`src/rtl/clk_ratio_pkg.sv`:
```
// Shared constants and carrier types for the system clock ratio block
package clk_ratio_pkg;

  // ----------------------------------------------------------------
  // Register bus shape and offsets (byte addresses)
  // ----------------------------------------------------------------
  localparam int        ADDR_W          = 8;
  localparam int        DATA_W          = 32;
  localparam logic [7:0] OFS_CFG_STATUS  = 8'h00;
  localparam logic [7:0] OFS_RATIO       = 8'h04;
  localparam logic [7:0] OFS_UNIT_CLK    = 8'h08;
  localparam logic [7:0] OFS_LB_RATIO    = 8'h0C;

  // ----------------------------------------------------------------
  // Field positions
  // ----------------------------------------------------------------
  localparam int STS_CFG_LSB      = 0;   // Latched config word, 8 bits
  localparam int STS_STRAP_BIT    = 8;
  localparam int STS_AGENT_BIT    = 9;
  localparam int STS_RSVD_BIT     = 10;
  localparam int RAT_CSB_LSB      = 0;   // 5 bits
  localparam int RAT_VCO_LSB      = 8;   // 5 bits
  localparam int RAT_LBIU_LSB     = 16;  // 2 bits
  localparam int UCM_I2C1_LSB     = 0;   // 2 bits of the unit clock register

  // ----------------------------------------------------------------
  // Reset values and codes
  // ----------------------------------------------------------------
  localparam logic [31:0] UNIT_CLK_RESET  = 32'h0000_0000;
  localparam logic [1:0]  LBDIV_2         = 2'h0;
  localparam logic [1:0]  LBDIV_4         = 2'h1;
  localparam logic [1:0]  LBDIV_8         = 2'h2;
  localparam logic [1:0]  LB_RATIO_RESET  = LBDIV_2;
  localparam logic [3:0]  MULT_FIRST_OK   = 4'h2;  // Codes below are reserved
  localparam logic [1:0]  I2C2_FIXED_SEL  = 2'h0;
  localparam logic [1:0]  MEM_BEATS       = 2'h2;  // Transfers per memory clock

  // ----------------------------------------------------------------
  // Carriers
  // ----------------------------------------------------------------
  typedef struct packed {
    logic       local_bus_clock_mode_bit;
    logic       memory_clock_mode_bit;
    logic [1:0] system_vco_divider_code;
    logic [3:0] system_pll_multiplier_code;
  } reset_config_word_low_s;

  typedef struct packed {
    logic       reserved_code;   // Multiplier code has no factor
    logic [4:0] csb_ratio;       // Bus clock over input clock
    logic [4:0] vco_multiple;    // VCO over bus clock
    logic [1:0] lbiu_ratio;      // Local bus unit over bus clock
  } clock_ratio_s;

endpackage

```
`src/rtl/system_clock_ratio_config.sv`:
```
// System clock ratio decode, reset config capture and local bus clock divider
//
// The plain strobed port and the register offsets are this design's own decisions.
`timescale 1ns/100ps

// Functional notes
// Multiplier codes 0 and 1 are reserved; no factor, flagged reserved.
// Multiplier codes 2..15 give input-to-bus ratio equal to the code.
// Both mode bits clear: VCO equals bus clock times VCO divider.
// Either mode bit set: VCO equals twice bus clock times divider.
// Source must keep the VCO between 400 and 800 MHz.
// VCO divider code 00/01/10/11 selects 4/8/2/1.
// Halving strap high at reset doubles the bus clock ratio.
// Reference is primary clock input as host, agent clock as agent.
// Local bus unit clock is one or two times bus clock by mode bit.
// External local bus clock is unit clock divided by 2, 4 or 8.
// Memory interface moves two data beats per memory clock.
// Software keeps security, USB, SATA, SD unit clocks at 200 MHz max.
// Input clock and codes must keep bus clock within 133..400 MHz.
// Only first serial two-wire controller has selectable clock source.
// Config fields and strap latch at reset release, held until next reset.
module system_clock_ratio_config
  import clk_ratio_pkg::*;
#(
  parameter int ADDR_WIDTH = clk_ratio_pkg::ADDR_W
) (
  // Clock and reset
  input  wire logic                                   CORE_CLK,
  input  wire logic                                   RST,
  // Reset configuration pins, asynchronous to the core clock
  input  wire clk_ratio_pkg::reset_config_word_low_s  RESET_CONFIG_WORD_LOW,
  input  wire logic                                   INPUT_CLOCK_HALVING_STRAP,
  input  wire logic                                   AGENT_MODE,
  // Register port
  input  wire logic [ADDR_WIDTH-1:0]                  REG_ADDR,
  input  wire logic [clk_ratio_pkg::DATA_W-1:0]       REG_WDATA,
  input  wire logic                                   REG_WR,
  input  wire logic                                   REG_RD,
  output logic      [clk_ratio_pkg::DATA_W-1:0]       REG_RDATA,
  // Clock plan outputs
  output clk_ratio_pkg::clock_ratio_s                 RATIO,
  output logic                                        REF_SELECT_AGENT,
  output logic                                        LCLK_EN,
  output logic      [clk_ratio_pkg::DATA_W-1:0]       UNIT_CLK_MODE,
  output logic      [1:0]                             I2C1_CLK_SEL,
  output logic      [1:0]                             I2C2_CLK_SEL,
  output logic      [1:0]                             MEM_BEATS_PER_CLK
);
  import clk_ratio_pkg::*;

  // ----------------------------------------------------------------
  // Elaboration check
  // ----------------------------------------------------------------
  if (ADDR_WIDTH < 4 || ADDR_WIDTH > 8) begin : g_bad_addr
    $error("ADDR_WIDTH must lie between 4 and 8");
  end

  // ----------------------------------------------------------------
  // Pin synchronisers (no reset: data path only)
  // ----------------------------------------------------------------
  reset_config_word_low_s cfg_meta_reg;
  reset_config_word_low_s cfg_sync_reg;
  logic                   strap_meta_reg;
  logic                   strap_sync_reg;
  logic                   agent_meta_reg;
  logic                   agent_sync_reg;

  // Two stages; only the second stage feeds anything
  always_ff @(posedge CORE_CLK) begin
    cfg_meta_reg   <= RESET_CONFIG_WORD_LOW;
    cfg_sync_reg   <= cfg_meta_reg;
    strap_meta_reg <= INPUT_CLOCK_HALVING_STRAP;
    strap_sync_reg <= strap_meta_reg;
    agent_meta_reg <= AGENT_MODE;
    agent_sync_reg <= agent_meta_reg;
  end

  // ----------------------------------------------------------------
  // Reset capture
  // ----------------------------------------------------------------
  reset_config_word_low_s cfg_reg;
  logic                   strap_reg;
  logic                   agent_reg;

  // Track the pins while reset is held, freeze at release; a mid-run
  // pin change therefore cannot retune the clock plan
  always_ff @(posedge CORE_CLK) begin
    if (RST) begin
      cfg_reg   <= cfg_sync_reg;
      strap_reg <= strap_sync_reg;
      agent_reg <= agent_sync_reg;
    end
  end

  // ----------------------------------------------------------------
  // Ratio decode
  // ----------------------------------------------------------------
  wire       mult_reserved = cfg_reg.system_pll_multiplier_code < MULT_FIRST_OK;
  wire [4:0] mult_wide     = {1'b0, cfg_reg.system_pll_multiplier_code};
  wire [4:0] csb_ratio_w   = mult_reserved ? 5'h00 :
                             (strap_reg ? (mult_wide << 1) : mult_wide);
  wire       vco_double    = cfg_reg.memory_clock_mode_bit |
                             cfg_reg.local_bus_clock_mode_bit;
  wire [4:0] vco_div_w     = (cfg_reg.system_vco_divider_code == 2'h0) ? 5'h04 :
                             (cfg_reg.system_vco_divider_code == 2'h1) ? 5'h08 :
                             (cfg_reg.system_vco_divider_code == 2'h2) ? 5'h02 :
                                                                         5'h01;
  wire [4:0] vco_mult_w    = vco_double ? (vco_div_w << 1) : vco_div_w;
  wire [1:0] lbiu_ratio_w  = cfg_reg.local_bus_clock_mode_bit ? 2'h2 : 2'h1;

  // Plan outputs follow the frozen configuration
  always_ff @(posedge CORE_CLK) begin
    if (RST) begin
      RATIO            <= '0;
      REF_SELECT_AGENT <= 1'b0;
    end else begin
      RATIO.reserved_code <= mult_reserved;
      RATIO.csb_ratio     <= csb_ratio_w;
      RATIO.vco_multiple  <= vco_mult_w;
      RATIO.lbiu_ratio    <= lbiu_ratio_w;
      REF_SELECT_AGENT    <= agent_reg;
    end
  end

  // ----------------------------------------------------------------
  // Register decode
  // ----------------------------------------------------------------
  wire [7:0] addr_b    = 8'(REG_ADDR);
  wire       hit_sts   = addr_b == OFS_CFG_STATUS;
  wire       hit_rat   = addr_b == OFS_RATIO;
  wire       hit_ucm   = addr_b == OFS_UNIT_CLK;
  wire       hit_lbr   = addr_b == OFS_LB_RATIO;
  wire       wr_ucm    = REG_WR & hit_ucm;
  wire       wr_lbr    = REG_WR & hit_lbr;

  logic [31:0] unit_clk_reg;
  logic [1:0]  lb_div_reg;

  // Writable control: unit clock modes and local bus divide select.
  // Keeping the unit clocks legal is left to software.
  always_ff @(posedge CORE_CLK) begin
    if (RST) begin
      unit_clk_reg <= UNIT_CLK_RESET;
      lb_div_reg   <= LB_RATIO_RESET;
    end else begin
      if (wr_ucm) begin
        unit_clk_reg <= REG_WDATA;
      end
      if (wr_lbr) begin
        lb_div_reg <= (REG_WDATA[1:0] == 2'h3) ? LBDIV_8 : REG_WDATA[1:0];
      end
    end
  end

  wire [31:0] sts_word = (32'(cfg_reg) << STS_CFG_LSB) |
                         (32'(strap_reg) << STS_STRAP_BIT) |
                         (32'(agent_reg) << STS_AGENT_BIT) |
                         (32'(mult_reserved) << STS_RSVD_BIT);
  wire [31:0] rat_word = (32'(RATIO.csb_ratio) << RAT_CSB_LSB) |
                         (32'(RATIO.vco_multiple) << RAT_VCO_LSB) |
                         (32'(RATIO.lbiu_ratio) << RAT_LBIU_LSB);
  wire [31:0] rd_mux   = hit_sts ? sts_word :
                         hit_rat ? rat_word :
                         hit_ucm ? unit_clk_reg :
                         hit_lbr ? 32'(lb_div_reg) : 32'h0000_0000;

  // Read data stands only in the cycle after the strobe; unmapped reads zero
  always_ff @(posedge CORE_CLK) begin
    if (RST) begin
      REG_RDATA <= '0;
    end else begin
      REG_RDATA <= REG_RD ? rd_mux : 32'h0000_0000;
    end
  end

  // ----------------------------------------------------------------
  // Local bus clock enable divider
  // ----------------------------------------------------------------
  logic [2:0] lb_cnt_reg;
  wire  [2:0] lb_last = (lb_div_reg == LBDIV_2) ? 3'd1 :
                        (lb_div_reg == LBDIV_4) ? 3'd3 : 3'd7;
  wire        lb_wrap = lb_cnt_reg == lb_last;

  // A divide change restarts the count so no short period leaks out
  always_ff @(posedge CORE_CLK) begin
    if (RST || wr_lbr) begin
      lb_cnt_reg <= 3'd0;
      LCLK_EN    <= 1'b0;
    end else begin
      lb_cnt_reg <= lb_wrap ? 3'd0 : lb_cnt_reg + 3'd1;
      LCLK_EN    <= lb_wrap;
    end
  end

  // ----------------------------------------------------------------
  // Register-driven and fixed outputs
  // ----------------------------------------------------------------
  assign UNIT_CLK_MODE     = unit_clk_reg;
  assign I2C1_CLK_SEL      = unit_clk_reg[UCM_I2C1_LSB +: 2];
  assign I2C2_CLK_SEL      = I2C2_FIXED_SEL;
  assign MEM_BEATS_PER_CLK = MEM_BEATS;

  // ----------------------------------------------------------------
  // Assertions
  // ----------------------------------------------------------------
  logic       live_reg;
  logic [3:0] gap_reg;
  always_ff @(posedge CORE_CLK) begin
    live_reg <= ~RST;
    // A restart clears the divider in the same cycle, while a pulse shows up
    // one cycle after the divider wrapped, so a restart starts one step early
    if (RST || wr_lbr) begin
      gap_reg <= 4'hF;
    end else if (LCLK_EN) begin
      gap_reg <= 4'd0;
    end else begin
      gap_reg <= gap_reg + 4'd1;
    end
  end
endmodule

```
`config.mk`:
```
export PLATFORM = sky130hd
export DESIGN_NAME = system_clock_ratio_config
export DESIGN_NICKNAME = d
export VERILOG_FILES = /design/src/rtl/clk_ratio_pkg.sv /design/src/rtl/system_clock_ratio_config.sv
export SDC_FILE = /design/constraint.sdc
export NUM_CORES = 1
export LEC_CHECK = 0
export BUFFER_PORTS_ARGS = -buffer_cell sky130_fd_sc_hd__buf_4
export CAP_MARGIN = 10
export CORE_ASPECT_RATIO = 0.9
export CORE_MARGIN = 2
export CORE_UTILIZATION = 40
export CTS_CLUSTER_SIZE = 8
export DETAILED_ROUTE_END_ITERATION = 16
export PLACE_DENSITY = 0.67
export SETUP_SLACK_MARGIN = 0.3
export SYNTH_ARGS = -nofsm -noshare
export SYNTH_HDL_FRONTEND = slang
export SYNTH_SLANG_ARGS = --single-unit
```
`constraint.sdc`:
```
create_clock -name CORE_CLK -period 1.7 [get_ports CORE_CLK]
set_input_delay 0.085 -clock CORE_CLK [delete_from_list [all_inputs] [get_ports CORE_CLK]]
set_output_delay 0.085 -clock CORE_CLK [all_outputs]
set_load 0.03 [all_outputs]
```
==> impl_metrics.json <==
{
  "status": "complete, no violations",
  "setup_viol": 0,
  "die_x_um": 107,
  "core_area_um2": 9170,
  "area_growth_pct": 58.0,
  "path_class": "in2reg",
  "slowest_stage": "dlygate4sd3_1",
  "rows": 33,
  "fin_util_pct": 65.3,
  "maxSlewViolCount": 0,
  "synthCells": 354,
  "critPathArrivalTime_ps": 1780,
  "synth-async-reset-ratio_pct": 0,
  "register_area_um2": 2380,
  "skew_ps": 7.76,
  "synth-main-ff-cell": "dfxtp_1",
  "drtAntennaViolNets": 0,
  "cts_root_buf": "clkbuf_8",
  "rsz0062_at_grt": "true",
  "ys_seq_elements": 114,
  "cp-startpoint": "REG_ADDR[0]",
  "gp_congestion": 0.850,
  "clock-sinks": 114,
  "hp-class": "in2reg",
  "fillers": 700,
  "powerDensity_nw_per_um2": 1100,
  "hold_ws_ps": 29.4,
  "drc_errors": 0,
  "instances_no_fill": 680,
  "synth_cell_types": 46,
  "cp_top_family": "buffers and inverters",
  "cp-start-kind": "primary input",
  "cts_tree": "done",
  "cts_max_path_buffers": 2,
  "tns_ps": 0,
  "via_per_inst": 4.67,
  "crit_path_max_fanout": 6,
  "wl_per_cell_um": 14.5,
  "port_buffers": 134,
  "dp.cells": 597,
  "die_area_um2": 10300,
  "grt_max_degree": 31,
  "p_leak_nw": 2.54,
  "num_io_pins": 139,
  "end_kind": "register",
  "final.min_clock_period_ps": 1390,
  "post-cts-setup-buffer-count": 0,
  "required_ps": 2090,
  "crit_path_max_incr_delay_ps": 540,
  "synth-edff-count": 10,
  "cts_max_level": 4,
  "crit_buf_inv": 2,
  "initial_core_util_pct": 41.4,
  "multi_input_area_um2": 1250,
  "dpl.hpwl_um": 6400,
  "drt-initial-drc-count": 101,
  "hp-start": "REG_ADDR[1]",
  "max_freq_mhz": 717,
  "nets": 600,
  "final-hold-violation-count": 0,
  "first_global_vias": 3083,
  "syn_avg_cell_area_um2": 10.7,
  "p_total_w": 0.00662,
  "antennaDiodeCount": 0,
  "groute.usage.overall_pct": 19.4,
  "grt_pass1_wl_um": 15200,
  "drt-total-wl_um": 9870,
  "grt_antenna_before_repair": 0,
  "vias": 3178,
  "cts.clk_slew.worst_paths_ps": 50,
  "ys_seq_area_share_pct": 62.8,
  "ir_drop_v": 0.000908,
  "grt_overflow": 0,
  "cts_buffers": 17,
  "max_cap_violations": 0,
  "synth_area_um2": 3790,
  "clkLatencyLatePin_ps": 500,
  "drtPass1Iterations": 4,
  "cp_cell_sequence": "dlygate4sd3_1, buf_4, or4_1, a32o_1, a22oi_2, nor2_1",
  "fp.dieH_um": 96.4,
  "reg2reg_from": "RATIO[7]$_SDFF_PP0_",
  "ys_warn_count": 0,
  "fin_crit_sh_pct": 82.1,
  "layout-drive-gt1-share_pct": 34.1
}
[path summary, 6_finish.rpt]
kind                                                end  slack, ps  cells after the start
worst max-delay path            REG_RDATA[0]$_SDFF_PP0_        310                      6
worst min-delay path            REG_RDATA[1]$_SDFF_PP0_         30                      4
worst max register to register  REG_RDATA[0]$_SDFF_PP0_        400                      4
worst min register to register  cfg_sync_reg[7]$_DFF_P_        330                      0
[layout make-up]
type,instances,area share [%]
tap,122,2.55
clock buffer,18,7.15
multi-input combinational,211,20.9
timing repair buffer,194,26.7
sequential,114,39.8
clock inverter,14,2.57
inverter,7,0.439
[routing by layer]
metal / wire, um / GRT usage (%) / share of wire [%] / up-vias
met2: 4840 / 32.5 / 49 / 110
li1: - / - / - / 1570
met5: 0 / 0 / 0 / -
met1: 4130 / 23.1 / 42 / 1485
met3: 768 / 7.18 / 7.8 / 13
met4: 131 / 6.71 / 1.3 / 0
[repair_timing]
| item | CTS | global route |
|---|---|---|
| endpoints found under the setup margin | 0 | 5 |
| resized for setup | 0 | 4 |
| hold endpoints to repair | 57 | 0 |
| hold buffers | 51 | 0 |
[synthesized netlist by cell type (all sizes together) (3+ instances only)]
| cell type | number | area, um2 |
|---|---|---|
| a21oi | 32 | 160 |
| edfxtp | 10 | 300 |
| nor2 | 17 | 63.8 |
| a22o | 4 | 35.0 |
| and3 | 3 | 23.8 |
| xor2 | 3 | 26.3 |
| a2111oi | 6 | 90.1 |
| nand2 | 68 | 263 |
| clkbuf | 10 | 57.6 |
| buf | 13 | 92.6 |
| mux2i | 7 | 70.1 |
| a21boi | 5 | 37.5 |
| dfxtp | 104 | 2080 |
| nor4 | 4 | 40.0 |
| nor2b | 5 | 31.3 |
| or4 | 3 | 26.3 |
| nand2b | 3 | 18.8 |
| and2 | 17 | 106 |
| inv | 7 | 26.3 |
| nor3 | 10 | 61.3 |
[layout by cell type (no fill, tap or decap), types with 4 or more instances in the layout]
master	Yosys	final
a21boi_0	5	5
a2111oi_2	6	6
and2_1	17	17
nor2b_1	5	5
nor3_1	9	8
inv_1	7	7
mux2i_1	7	7
conb_1	2	4
dfxtp_1	104	104
clkbuf_16	0	16
edfxtp_1	10	10
a22o_1	4	4
nor2_1	17	16
a21oi_1	32	32
nand2_1	67	67
dlygate4sd3_1	0	51
clkinvlp_4	0	5
inv_6	0	4
buf_4	6	142
[where the power goes]
part           internal (W)  leakage, nW  switching, W  total (W)
combinational      0.000221         1.33      0.000183   0.000404
clock               0.00214        0.268       0.00126    0.00340
sequential          0.00278        0.946     0.0000372    0.00281
[metrics by stage]
stage,worst slack [ps],cell area (um2)
finish,305,5990
floorplan,301,3800
CTS,311,5970
global route,287,5990
detailed placement,74.0,4880
global placement,104,4880
[worst reg2reg max path, cell delays in order, from the launching register on]
cell	delay, ps
dfxtp_1	310
or4_1	390
a32o_1	290
a22oi_2	140
nor2_1	60
[cell families (layout without fill, tap and decap cells)]
kind of cell / Yosys count / in the layout / share of synthesized area (%)
buffers and inverters: 31 / 233 / 4.88
adders and majority gates: 1 / 1 / 0.330
other: 2 / 4 / 0.198
AOI/OAI and AO/OA: 54 / 54 / 10.0
xor gates and xnor gates: 4 / 4 / 0.924
DFF: 114 / 114 / 62.8
and+or+nand+nor: 141 / 141 / 19.0
muxes: 7 / 7 / 1.85
No activity file was read; power rests on OpenSTA's default activity.
